### src/inc/dds_router_defs.svh
// shared offsets, field positions, reset values and widths for the pin router
`ifndef DDS_ROUTER_DEFS_SVH
`define DDS_ROUTER_DEFS_SVH

// ==========================================================================
// register port
`define REG_ADDR_W        12
`define REG_DATA_W        32
`define PAYLOAD_W         30
`define WAM_HI            31
`define WAM_LO            30
`define WAM_WRITE         2'h0
`define WAM_SET           2'h1
`define WAM_CLEAR         2'h2
`define WAM_TOGGLE        2'h3

// ==========================================================================
// register offsets
`define ADDR_BNC_B            12'h081
`define ADDR_BNC_C            12'h082
`define ADDR_UPDATE_ROUTE     12'h084
`define ADDR_KEYING_ROUTE     12'h085
`define ADDR_RAMP_DIR_ROUTE   12'h086
`define ADDR_RAMP_HOLD_ROUTE  12'h087

// ==========================================================================
// routing register layout
`define ROUTE_CFG_W       12
`define RT_MODE_HI        11
`define RT_MODE_LO        9
`define RT_INV_BIT        8
`define RT_SRC_HI         4
`define RT_SRC_LO         0
`define RT_MASK           30'h0000_0f1f
`define RT_RESET          12'h000
`define RT_BNC_A_SRC      5'h05
`define EVENT_LINES       32

// ==========================================================================
// pin order inside a channel, index added to the update router offset
`define PIN_UPDATE        0
`define PIN_KEYING        1
`define PIN_RAMP_DIR      2
`define PIN_RAMP_HOLD     3
`define PIN_COUNT         4

// ==========================================================================
// bnc port configuration layout
`define BNC_CFG_W         10
`define BNC_DIR_BIT       9
`define BNC_INV_BIT       8
`define BNC_MUX_HI        6
`define BNC_MUX_LO        0
`define BNC_MASK          30'h0000_037f
`define BNC_RESET         10'h000
`define BNC_SRC_LINES     128
`define BNC_PORTS         2
`define BNC_OWNER_CH      0

`endif

### src/inc/dds_router_pkg.sv
// types and the write-access helper shared by the pin router modules
`include "dds_router_defs.svh"

package dds_router_pkg;

  // ========================================================================
  // register write request from one command processor
  typedef struct packed
  {
    logic                     valid;
    logic [`REG_ADDR_W-1:0]   addr;
    logic [`REG_DATA_W-1:0]   data;
  } reg_write_type;

  // codes follow declaration order: 000 direct .. 100 or
  typedef enum logic [2:0]
  {
    MODE_DIRECT,
    MODE_FORCE_LOW,
    MODE_SELECT,
    MODE_AND,
    MODE_OR
  } routing_mode_type;

  // ========================================================================
  // write, set, clear or toggle on the low payload bits
  function automatic logic [`PAYLOAD_W-1:0] apply_write
  (
    input logic [`PAYLOAD_W-1:0] old_value,
    input logic [`REG_DATA_W-1:0] wr_data,
    input logic [`PAYLOAD_W-1:0] keep_mask
  );
    logic [`PAYLOAD_W-1:0] payload;
    logic [`PAYLOAD_W-1:0] result;
    payload = wr_data[`PAYLOAD_W-1:0];
    unique case (wr_data[`WAM_HI:`WAM_LO])
      `WAM_WRITE:  result = payload;
      `WAM_SET:    result = old_value | payload;
      `WAM_CLEAR:  result = old_value & ~payload;
      `WAM_TOGGLE: result = old_value ^ payload;
    endcase
    // unused bits are kept at zero whatever the writer sent
    return result & keep_mask;
  endfunction

endpackage

### src/logic/dds_control_pin_router.sv
// per-channel routing of the synthesis-chip control pins and shared bnc b/c ports
`timescale 1ns/1ps
`default_nettype none
`include "dds_router_defs.svh"

// Overview of operation
// - top two bits pick write, set, clear or toggle of lower bits
// - bnc b and c configs at own addresses, channel zero only
// - bnc b and c configs share bnc a field layout and meaning
// - every channel has its own copy of each routing register
// - mode 000, the reset value, passes processor output straight to pin
// - mode 001 holds the pin low
// - mode 010 drives the pin from the selected event line
// - mode 011 drives processor AND selected line
// - mode 100 drives processor OR selected line
// - invert bit inverts result of direct, low and selector modes
// - invert bit in and/or modes inverts only the selected line
// - selector picks one of event bus lines 0 to 31
// - layout: mode 11:9, invert 8, zeros 7:5, selector 4:0
// - selector 5 is the live bnc a input level
// - update, ramp direction and ramp hold pins route like keying
// - keying router decoded at its own address
// - bnc direction 1 output, 0 input; invert affects both
// - bnc config writes from channel one are dropped silently
module dds_control_pin_router
  import dds_router_pkg::*;
#(
  parameter int NUM_CH = 2
)
(
  // clock and reset
  input  wire logic                                   clk_in,
  input  wire logic                                   reset_n_in,
  input  wire logic                                   ce_in,
  // register writes, one port per command processor
  input  wire dds_router_pkg::reg_write_type [NUM_CH-1:0] wr_in,
  // command processor pin levels and routing sources
  input  wire logic [NUM_CH-1:0][`PIN_COUNT-1:0]      dcp_pin_in,
  input  wire logic [`EVENT_LINES-1:0]                event_bus_in,
  input  wire logic                                   bnc_a_level_in,
  input  wire logic [`BNC_SRC_LINES-1:0]              bnc_source_in,
  // bnc b and c pins
  input  wire logic [`BNC_PORTS-1:0]                  bnc_pin_in,
  output var  logic [`BNC_PORTS-1:0]                  bnc_pin_out,
  output var  logic [`BNC_PORTS-1:0]                  bnc_pin_oe_n_out,
  output var  logic [`BNC_PORTS-1:0]                  bnc_level_out,
  // synthesis-chip control pins
  output var  logic [NUM_CH-1:0][`PIN_COUNT-1:0]      dds_pin_out
);

  // ========================================================================
  // helpers

  // address of the routing register for a pin; keying sits at its own offset
  function automatic logic [`REG_ADDR_W-1:0] route_addr(input int pin);
    logic [`REG_ADDR_W-1:0] a;
    a = `ADDR_UPDATE_ROUTE;
    unique case (pin)
      `PIN_UPDATE:    a = `ADDR_UPDATE_ROUTE;
      `PIN_KEYING:    a = `ADDR_KEYING_ROUTE;
      `PIN_RAMP_DIR:  a = `ADDR_RAMP_DIR_ROUTE;
      `PIN_RAMP_HOLD: a = `ADDR_RAMP_HOLD_ROUTE;
      default:        a = `ADDR_UPDATE_ROUTE;
    endcase
    return a;
  endfunction

  // pin value from one routing register
  function automatic logic route_value
  (
    input logic [`ROUTE_CFG_W-1:0]  cfg,
    input logic                     dcp,
    input logic [`EVENT_LINES-1:0]  bus
  );
    logic             invert_bit;
    logic             sel;
    logic             val;
    routing_mode_type mode;
    invert_bit  = cfg[`RT_INV_BIT];
    sel  = bus[cfg[`RT_SRC_HI:`RT_SRC_LO]];
    mode = routing_mode_type'(cfg[`RT_MODE_HI:`RT_MODE_LO]);
    unique case (mode)
      MODE_DIRECT:    val = dcp ^ invert_bit;
      MODE_FORCE_LOW: val = 1'b0 ^ invert_bit;
      MODE_SELECT:    val = sel ^ invert_bit;
      MODE_AND:       val = dcp & (sel ^ invert_bit);
      MODE_OR:        val = dcp | (sel ^ invert_bit);
      default:        val = dcp ^ invert_bit;
    endcase
    return val;
  endfunction

  // ========================================================================
  // selector view of the event bus

  logic [`EVENT_LINES-1:0] bus_view;

  // line 5 carries the live bnc a level so an input can gate a pin directly
  always_comb
  begin
    bus_view                = event_bus_in;
    bus_view[`RT_BNC_A_SRC] = bnc_a_level_in;
  end

  // ========================================================================
  // per-channel routing registers and registered pins

  logic [NUM_CH-1:0][`PIN_COUNT-1:0] pin_q;

  generate
    for (genvar c = 0; c < NUM_CH; c++)
    begin : g_ch
      for (genvar p = 0; p < `PIN_COUNT; p++)
      begin : g_pin
        logic [`ROUTE_CFG_W-1:0] cfg_q;
        logic [`PAYLOAD_W-1:0]   cfg_next;
        logic                    hit;

        assign hit      = wr_in[c].valid && (wr_in[c].addr == route_addr(p));
        assign cfg_next = apply_write({{(`PAYLOAD_W-`ROUTE_CFG_W){1'b0}}, cfg_q},
                                      wr_in[c].data, `RT_MASK);

        // one register per channel and pin, written only by that channel
        always_ff @(posedge clk_in or negedge reset_n_in)
        begin
          if (!reset_n_in)
            cfg_q <= `RT_RESET;
          else if (ce_in && hit)
            cfg_q <= cfg_next[`ROUTE_CFG_W-1:0];
        end

        // registered so a reconfiguration never glitches the chip pin
        always_ff @(posedge clk_in or negedge reset_n_in)
        begin
          if (!reset_n_in)
            pin_q[c][p] <= 1'b0;
          else if (ce_in)
            pin_q[c][p] <= route_value(cfg_q, dcp_pin_in[c][p], bus_view);
        end
      end
    end
  endgenerate

  assign dds_pin_out = pin_q;

  // ========================================================================
  // shared bnc b and c ports

  logic [`BNC_PORTS-1:0]  bnc_sync;
  reg_write_type          owner_wr;

  level_sync #(
    .WIDTH (`BNC_PORTS)
  ) u_bnc_sync (
    .clk_in     (clk_in),
    .reset_n_in (reset_n_in),
    .ce_in      (ce_in),
    .async_in   (bnc_pin_in),
    .sync_out   (bnc_sync)
  );

  // only channel zero reaches the shared ports; other channels are dropped
  assign owner_wr = wr_in[`BNC_OWNER_CH];

  generate
    for (genvar b = 0; b < `BNC_PORTS; b++)
    begin : g_bnc
      bnc_port_cell #(
        .CFG_ADDR (`ADDR_BNC_B + `REG_ADDR_W'(b))
      ) u_bnc (
        .clk_in       (clk_in),
        .reset_n_in   (reset_n_in),
        .ce_in        (ce_in),
        .wr_in        (owner_wr),
        .source_in    (bnc_source_in),
        .pin_level_in (bnc_sync[b]),
        .pin_out      (bnc_pin_out[b]),
        .pin_oe_n_out (bnc_pin_oe_n_out[b]),
        .level_out    (bnc_level_out[b])
      );
    end
  endgenerate

endmodule

`default_nettype wire

### src/logic/level_sync.sv
// two-stage synchroniser for levels arriving from pins
`timescale 1ns/1ps
`default_nettype none

module level_sync #(
  parameter int WIDTH = 1
)
(
  // clock and reset
  input  wire logic             clk_in,
  input  wire logic             reset_n_in,
  input  wire logic             ce_in,
  // levels
  input  wire logic [WIDTH-1:0] async_in,
  output var  logic [WIDTH-1:0] sync_out
);

  logic [WIDTH-1:0] meta_q;

  // the first stage feeds only the second stage
  always_ff @(posedge clk_in or negedge reset_n_in)
  begin
    if (!reset_n_in)
    begin
      meta_q   <= '0;
      sync_out <= '0;
    end
    else if (ce_in)
    begin
      meta_q   <= async_in;
      sync_out <= meta_q;
    end
  end

endmodule

`default_nettype wire

### src/logic/bnc_port_cell.sv
// one shared front-panel bnc port: configuration register, direction and inversion
`timescale 1ns/1ps
`default_nettype none
`include "dds_router_defs.svh"

module bnc_port_cell
  import dds_router_pkg::*;
#(
  parameter logic [`REG_ADDR_W-1:0] CFG_ADDR = `ADDR_BNC_B
)
(
  // clock and reset
  input  wire logic                        clk_in,
  input  wire logic                        reset_n_in,
  input  wire logic                        ce_in,
  // writes from the owning command processor only
  input  wire dds_router_pkg::reg_write_type wr_in,
  // output sources and synchronised pin level
  input  wire logic [`BNC_SRC_LINES-1:0]   source_in,
  input  wire logic                        pin_level_in,
  // pin and conditioned input level
  output var  logic                        pin_out,
  output var  logic                        pin_oe_n_out,
  output var  logic                        level_out
);

  logic [`BNC_CFG_W-1:0] cfg_q;
  logic [`PAYLOAD_W-1:0] cfg_next;

  assign cfg_next = apply_write({{(`PAYLOAD_W-`BNC_CFG_W){1'b0}}, cfg_q}, wr_in.data,
                                `BNC_MASK);

  // ========================================================================
  // configuration register
  always_ff @(posedge clk_in or negedge reset_n_in)
  begin
    if (!reset_n_in)
      cfg_q <= `BNC_RESET;
    else if (ce_in && wr_in.valid && (wr_in.addr == CFG_ADDR))
      cfg_q <= cfg_next[`BNC_CFG_W-1:0];
  end

  // ========================================================================
  // pin drive and input level, inversion on both paths
  always_ff @(posedge clk_in or negedge reset_n_in)
  begin
    if (!reset_n_in)
    begin
      pin_out      <= 1'b0;
      pin_oe_n_out <= 1'b1;
      level_out    <= 1'b0;
    end
    else if (ce_in)
    begin
      pin_out      <= source_in[cfg_q[`BNC_MUX_HI:`BNC_MUX_LO]] ^ cfg_q[`BNC_INV_BIT];
      pin_oe_n_out <= ~cfg_q[`BNC_DIR_BIT];
      level_out    <= pin_level_in ^ cfg_q[`BNC_INV_BIT];
    end
  end

endmodule

`default_nettype wire

### config.mk
export PLATFORM = sky130hd
export DESIGN_NAME = dds_control_pin_router
export DESIGN_NICKNAME = d
export VERILOG_FILES = /design/src/inc/dds_router_pkg.sv /design/src/logic/dds_control_pin_router.sv /design/src/logic/level_sync.sv /design/src/logic/bnc_port_cell.sv
export VERILOG_INCLUDE_DIRS = /design/src /design/src/inc
export SDC_FILE = /design/constraint.sdc
export NUM_CORES = 1
export LEC_CHECK = 0
export ABC_AREA = 0
export ABC_CLOCK_PERIOD_IN_PS = 3100
export BUFFER_PORTS_ARGS = -buffer_cell sky130_fd_sc_hd__buf_4
export CORE_ASPECT_RATIO = 1.75
export CORE_MARGIN = 2
export CORE_UTILIZATION = 50
export DETAILED_ROUTE_END_ITERATION = 10
export PLACE_DENSITY = 0.72
export SLEW_MARGIN = 20
export SYNTH_ARGS = -nofsm -noshare
export SYNTH_HDL_FRONTEND = slang
export SYNTH_SLANG_ARGS = --single-unit
### constraint.sdc
create_clock -name clk_in -period 3.1 [get_ports clk_in]
set_input_delay 0.155 -clock clk_in [delete_from_list [all_inputs] [get_ports clk_in]]
set_output_delay 0.155 -clock clk_in [all_outputs]
set_load 0.02 [all_outputs]
==> results.py <==
metrics = {
    "yosys": {
        "synth-warning-count": 0,
        "netlist-cell-type-count": 57,
        "ys_async_sr_fraction": 1.00,
        "synth_ff_type": "dfrtp_1",
        "synth.net_count": 1976,
        "synth_edf_count": 0,
        "avgSynthCellArea_sq_um": 8.93,
        "synth_area_leader_cell": "mux4_2",
        "yosys_register_bits": 108,
        "ys_seq_area_frac": 0.198,
        "synth_cells": 1532,
        "synth.top_cell.area_share": 0.209,
        "netlist_area_sq_um": 13700,
        "synth_area_leaders": "mux4_2, dfrtp_1, ha_1, a21oi_1, a211oi_1",
    },
    "power": {
        "worst_ir_drop_vdd_mv": 0.249,
        "p_leak_nw": 7.24,
        "p_total_w": 0.00385,
        "power.density_nw_per_um2": 241,
    },
    "floorplan": {
        "ios": 278,
        "start_util": 0.504,
        "die_y_um": 223,
        "dieArea_sq_um": 28800,
        "num_rows": 80,
        "core-area_sq_um": 27100,
        "dieWidth_um": 129,
    },
    "routing": {
        "wire_per_inst_um": 20.2,
        "num_vias": 12900,
        "firstDrtPassIters": 5,
        "ant_nets": 0,
        "drc": 0,
        "drtIter0Drc": 759,
        "avgViaCountPerCell": 6.23,
        "wirelength_um": 41900,
    },
    "worst_setup_path": {
        "worstPathMaxFanout": 10,
        "cp_top_family": "multiplexers",
        "reg2reg_setup_slack_ns": 0.40,
        "worst-setup-path-type": "flop to flop",
        "startpoint_type": "flop",
        "critPathSlowestCell": "mux4_1",
        "crit_buf_inv": 0,
        "crit_cells": 6,
        "max_stage_delay_ns": 0.62,
        "crit_required_ns": 3.38,
        "cp.arrival_ns": 2.98,
        "r2r_end": "dds_pin_out[7]$_DFFE_PN0P_",
        "timing.rr.start": "g_ch[1].g_pin[3].cfg_q[0]$_DFFE_PN0P_",
        "r2r_cells": 6,
        "cp_common_cell": "mux2i_1",
        "cp_cell_sequence": "mux4_1 > mux4_2 > mux2i_1 > mux2i_1 > a211oi_1 > a21o_1",
        "crit_path_end_kind": "flop",
    },
    "clocking": {
        "ctsRootBufferMaster": "clkbuf_16",
        "cts_made_buffers": 9,
        "clkSlewWorstSetupHoldPaths_ns": 0.08,
        "clock_path_buffers": 2,
        "ctsResizeCount": 0,
        "clk_latency_ns": 0.38,
        "cts.sinks": 108,
        "cts_tree": "done",
        "ctsHtreeMaxLevel": 3,
    },
    "placed_design": {
        "preCtsSetupSlack_ns": 0.387,
        "numPortBuffers": 236,
        "place_congestion": 0.984,
        "hpwlAfterDp_um": 31600,
    },
    "final_layout": {
        "area_delta_synth_final_pct": 16.7,
        "fin_nets": 2141,
        "num_antenna_cells": 0,
        "fill_cells": 2403,
        "final_common_cell": "buf_4",
        "drive_gt1_frac": 0.253,
        "final_cell_mix": "buf_4, a21oi_1, ha_1, nor2_1, nand2_1",
        "final_util": 0.589,
    },
    "sta": {
        "clock_skew_ns": 0.0105,
        "min_period_over_period": 0.871,
        "hold_viol": 0,
        "min_period_ns": 2.70,
        "max_slew_margin": 0.277,
        "hold_ws_ns": 0.0160,
        "fmax_mhz": 370,
        "rsz0062_at_grt": "no",
        "setup_tns_ns": 0,
        "worst_slack_ns": 0.400,
        "setup_viol": 0,
        "finalMaxSlewViolations": 0,
        "tightest_slew_ns": 1.08,
    },
    "hold_path": {
        "min_to": "u_bnc_sync.meta_q[1]$_DFFE_PN0P_",
        "hp-class": "input port to flop",
        "hp-start": "bnc_pin_in[1]",
        "min_path_cells": 2,
    },
    "outcome": {
        "status": "finished, final reports clean",
    },
    "grt": {
        "track_usage": 0.294,
        "grt_max_degree": 109,
        "grt.overflow.total": 0,
        "grt_pass1_wl_um": 66300,
        "grt_antenna_before_repair": 0,
        "grt_pass1_vias": 13000,
    },
    "flow_run": {
        "cap_violations": 0,
    },
}
## registers in the layout, indices dropped and copies added, names as in the netlist
name and count:
dds_pin_out 8, g_bnc.u_bnc.cfg_q 18, g_bnc.u_bnc.level_out 2, g_bnc.u_bnc.pin_oe_n_out 2, g_bnc.u_bnc.pin_out 2, g_ch.g_pin.cfg_q 72, u_bnc_sync.meta_q 2, u_bnc_sync.sync_out 2
## through the flow
step,area [sq um],std cells
floorplan,13700,1532
global placement,15600,2053
detailed placement,15600,2053
CTS,16000,2071
global route,16000,2071
finish,16000,2071
## logic make-up (layout without fill, tap and decap cells)
logic type,Yosys count,in the layout,share of synthesized area
compound gates,474,474,0.202
xor+xnor,7,7,0.00448
fa+ha+maj,180,180,0.165
buf+inv,222,392,0.0675
flops,108,108,0.198
mux,158,158,0.242
simple gates,383,383,0.122
## worst register-to-register path, stage by stage, from the launching register on
cell and delay [ns]:
dfrtp_1 0.61, mux4_1 0.62, mux4_2 0.48, mux2i_1 0.38
mux2i_1 0.24, a211oi_1 0.09, a21o_1 0.18
## power breakdown
group	total [W]	switching [W]	internal (W)
clock network	0.00127	0.000592	0.000678
registers	0.00146	0.0000264	0.00143
logic	0.00112	0.000572	0.000544
total	0.00385	0.00119	0.00266
## worst max path at each step
stage	from	to	slack, ns
2_1_floorplan	g_bnc[0].u_bnc.cfg_q[0]$_DFFE_PN0P_	g_bnc[0].u_bnc.pin_out$_DFFE_PN0P_	0.78
3_5_place_dp	g_ch[1].g_pin[3].cfg_q[0]$_DFFE_PN0P_	dds_pin_out[7]$_DFFE_PN0P_	0.39
5_1_grt	g_bnc[0].u_bnc.cfg_q[4]$_DFFE_PN0P_	g_bnc[0].u_bnc.pin_out$_DFFE_PN0P_	0.23
3_3_place_gp	g_ch[1].g_pin[3].cfg_q[0]$_DFFE_PN0P_	dds_pin_out[7]$_DFFE_PN0P_	0.49
6_report	g_ch[1].g_pin[3].cfg_q[0]$_DFFE_PN0P_	dds_pin_out[7]$_DFFE_PN0P_	0.40
4_1_cts	g_ch[1].g_pin[3].cfg_q[0]$_DFFE_PN0P_	dds_pin_out[7]$_DFFE_PN0P_	0.39
## Yosys cell counts (3+ instances only)
library cell	instances
a211oi_1	85
a21oi_1	217
a31o_2	4
a31oi_1	5
and3_1	3
buf_1	7
buf_2	15
buf_4	9
buf_6	5
clkbuf_1	73
dfrtp_1	106
ha_1	180
inv_1	113
mux2_2	13
mux2i_1	10
mux4_1	8
mux4_2	127
nand2_1	130
nand2b_1	9
nand3_1	7
nand3b_1	3
nand4_1	3
nor2_1	154
nor2b_1	18
nor3_1	33
nor4_1	7
o211ai_1	8
o21ai_0	102
o22ai_1	23
o2bb2ai_1	3
o31ai_1	4
or3_1	3
or3b_2	4
xnor2_1	6
## metal layers
metal | vias to the layer above | GRT usage | routed length (um)
met2 | 546 | 0.533 | 22300
met4 | 0 | 0.203 | 2860
met3 | 160 | 0.0352 | 2270
met5 | - | 0 | 0
met1 | 6206 | 0.310 | 14500
li1 | 5996 | - | -
## repair_timing
item                                   in CTS  in global routing
hold buffers                                2                  0
endpoints found under the hold margin      34                  0
buffers inserted                            0                  0
## cell type report
class / instances / area, sq um / area share
multi-input cells: 1202 / 10100 / 0.630
flip-flops and latches: 108 / 2710 / 0.170
repair buffers: 263 / 2000 / 0.126
well taps: 369 / 462 / 0.0289
inverters: 113 / 424 / 0.0266
clock buffers: 12 / 256 / 0.0161
clock inverters: 4 / 56.3 / 0.00353
No activity file was read; power rests on OpenSTA's default activity.
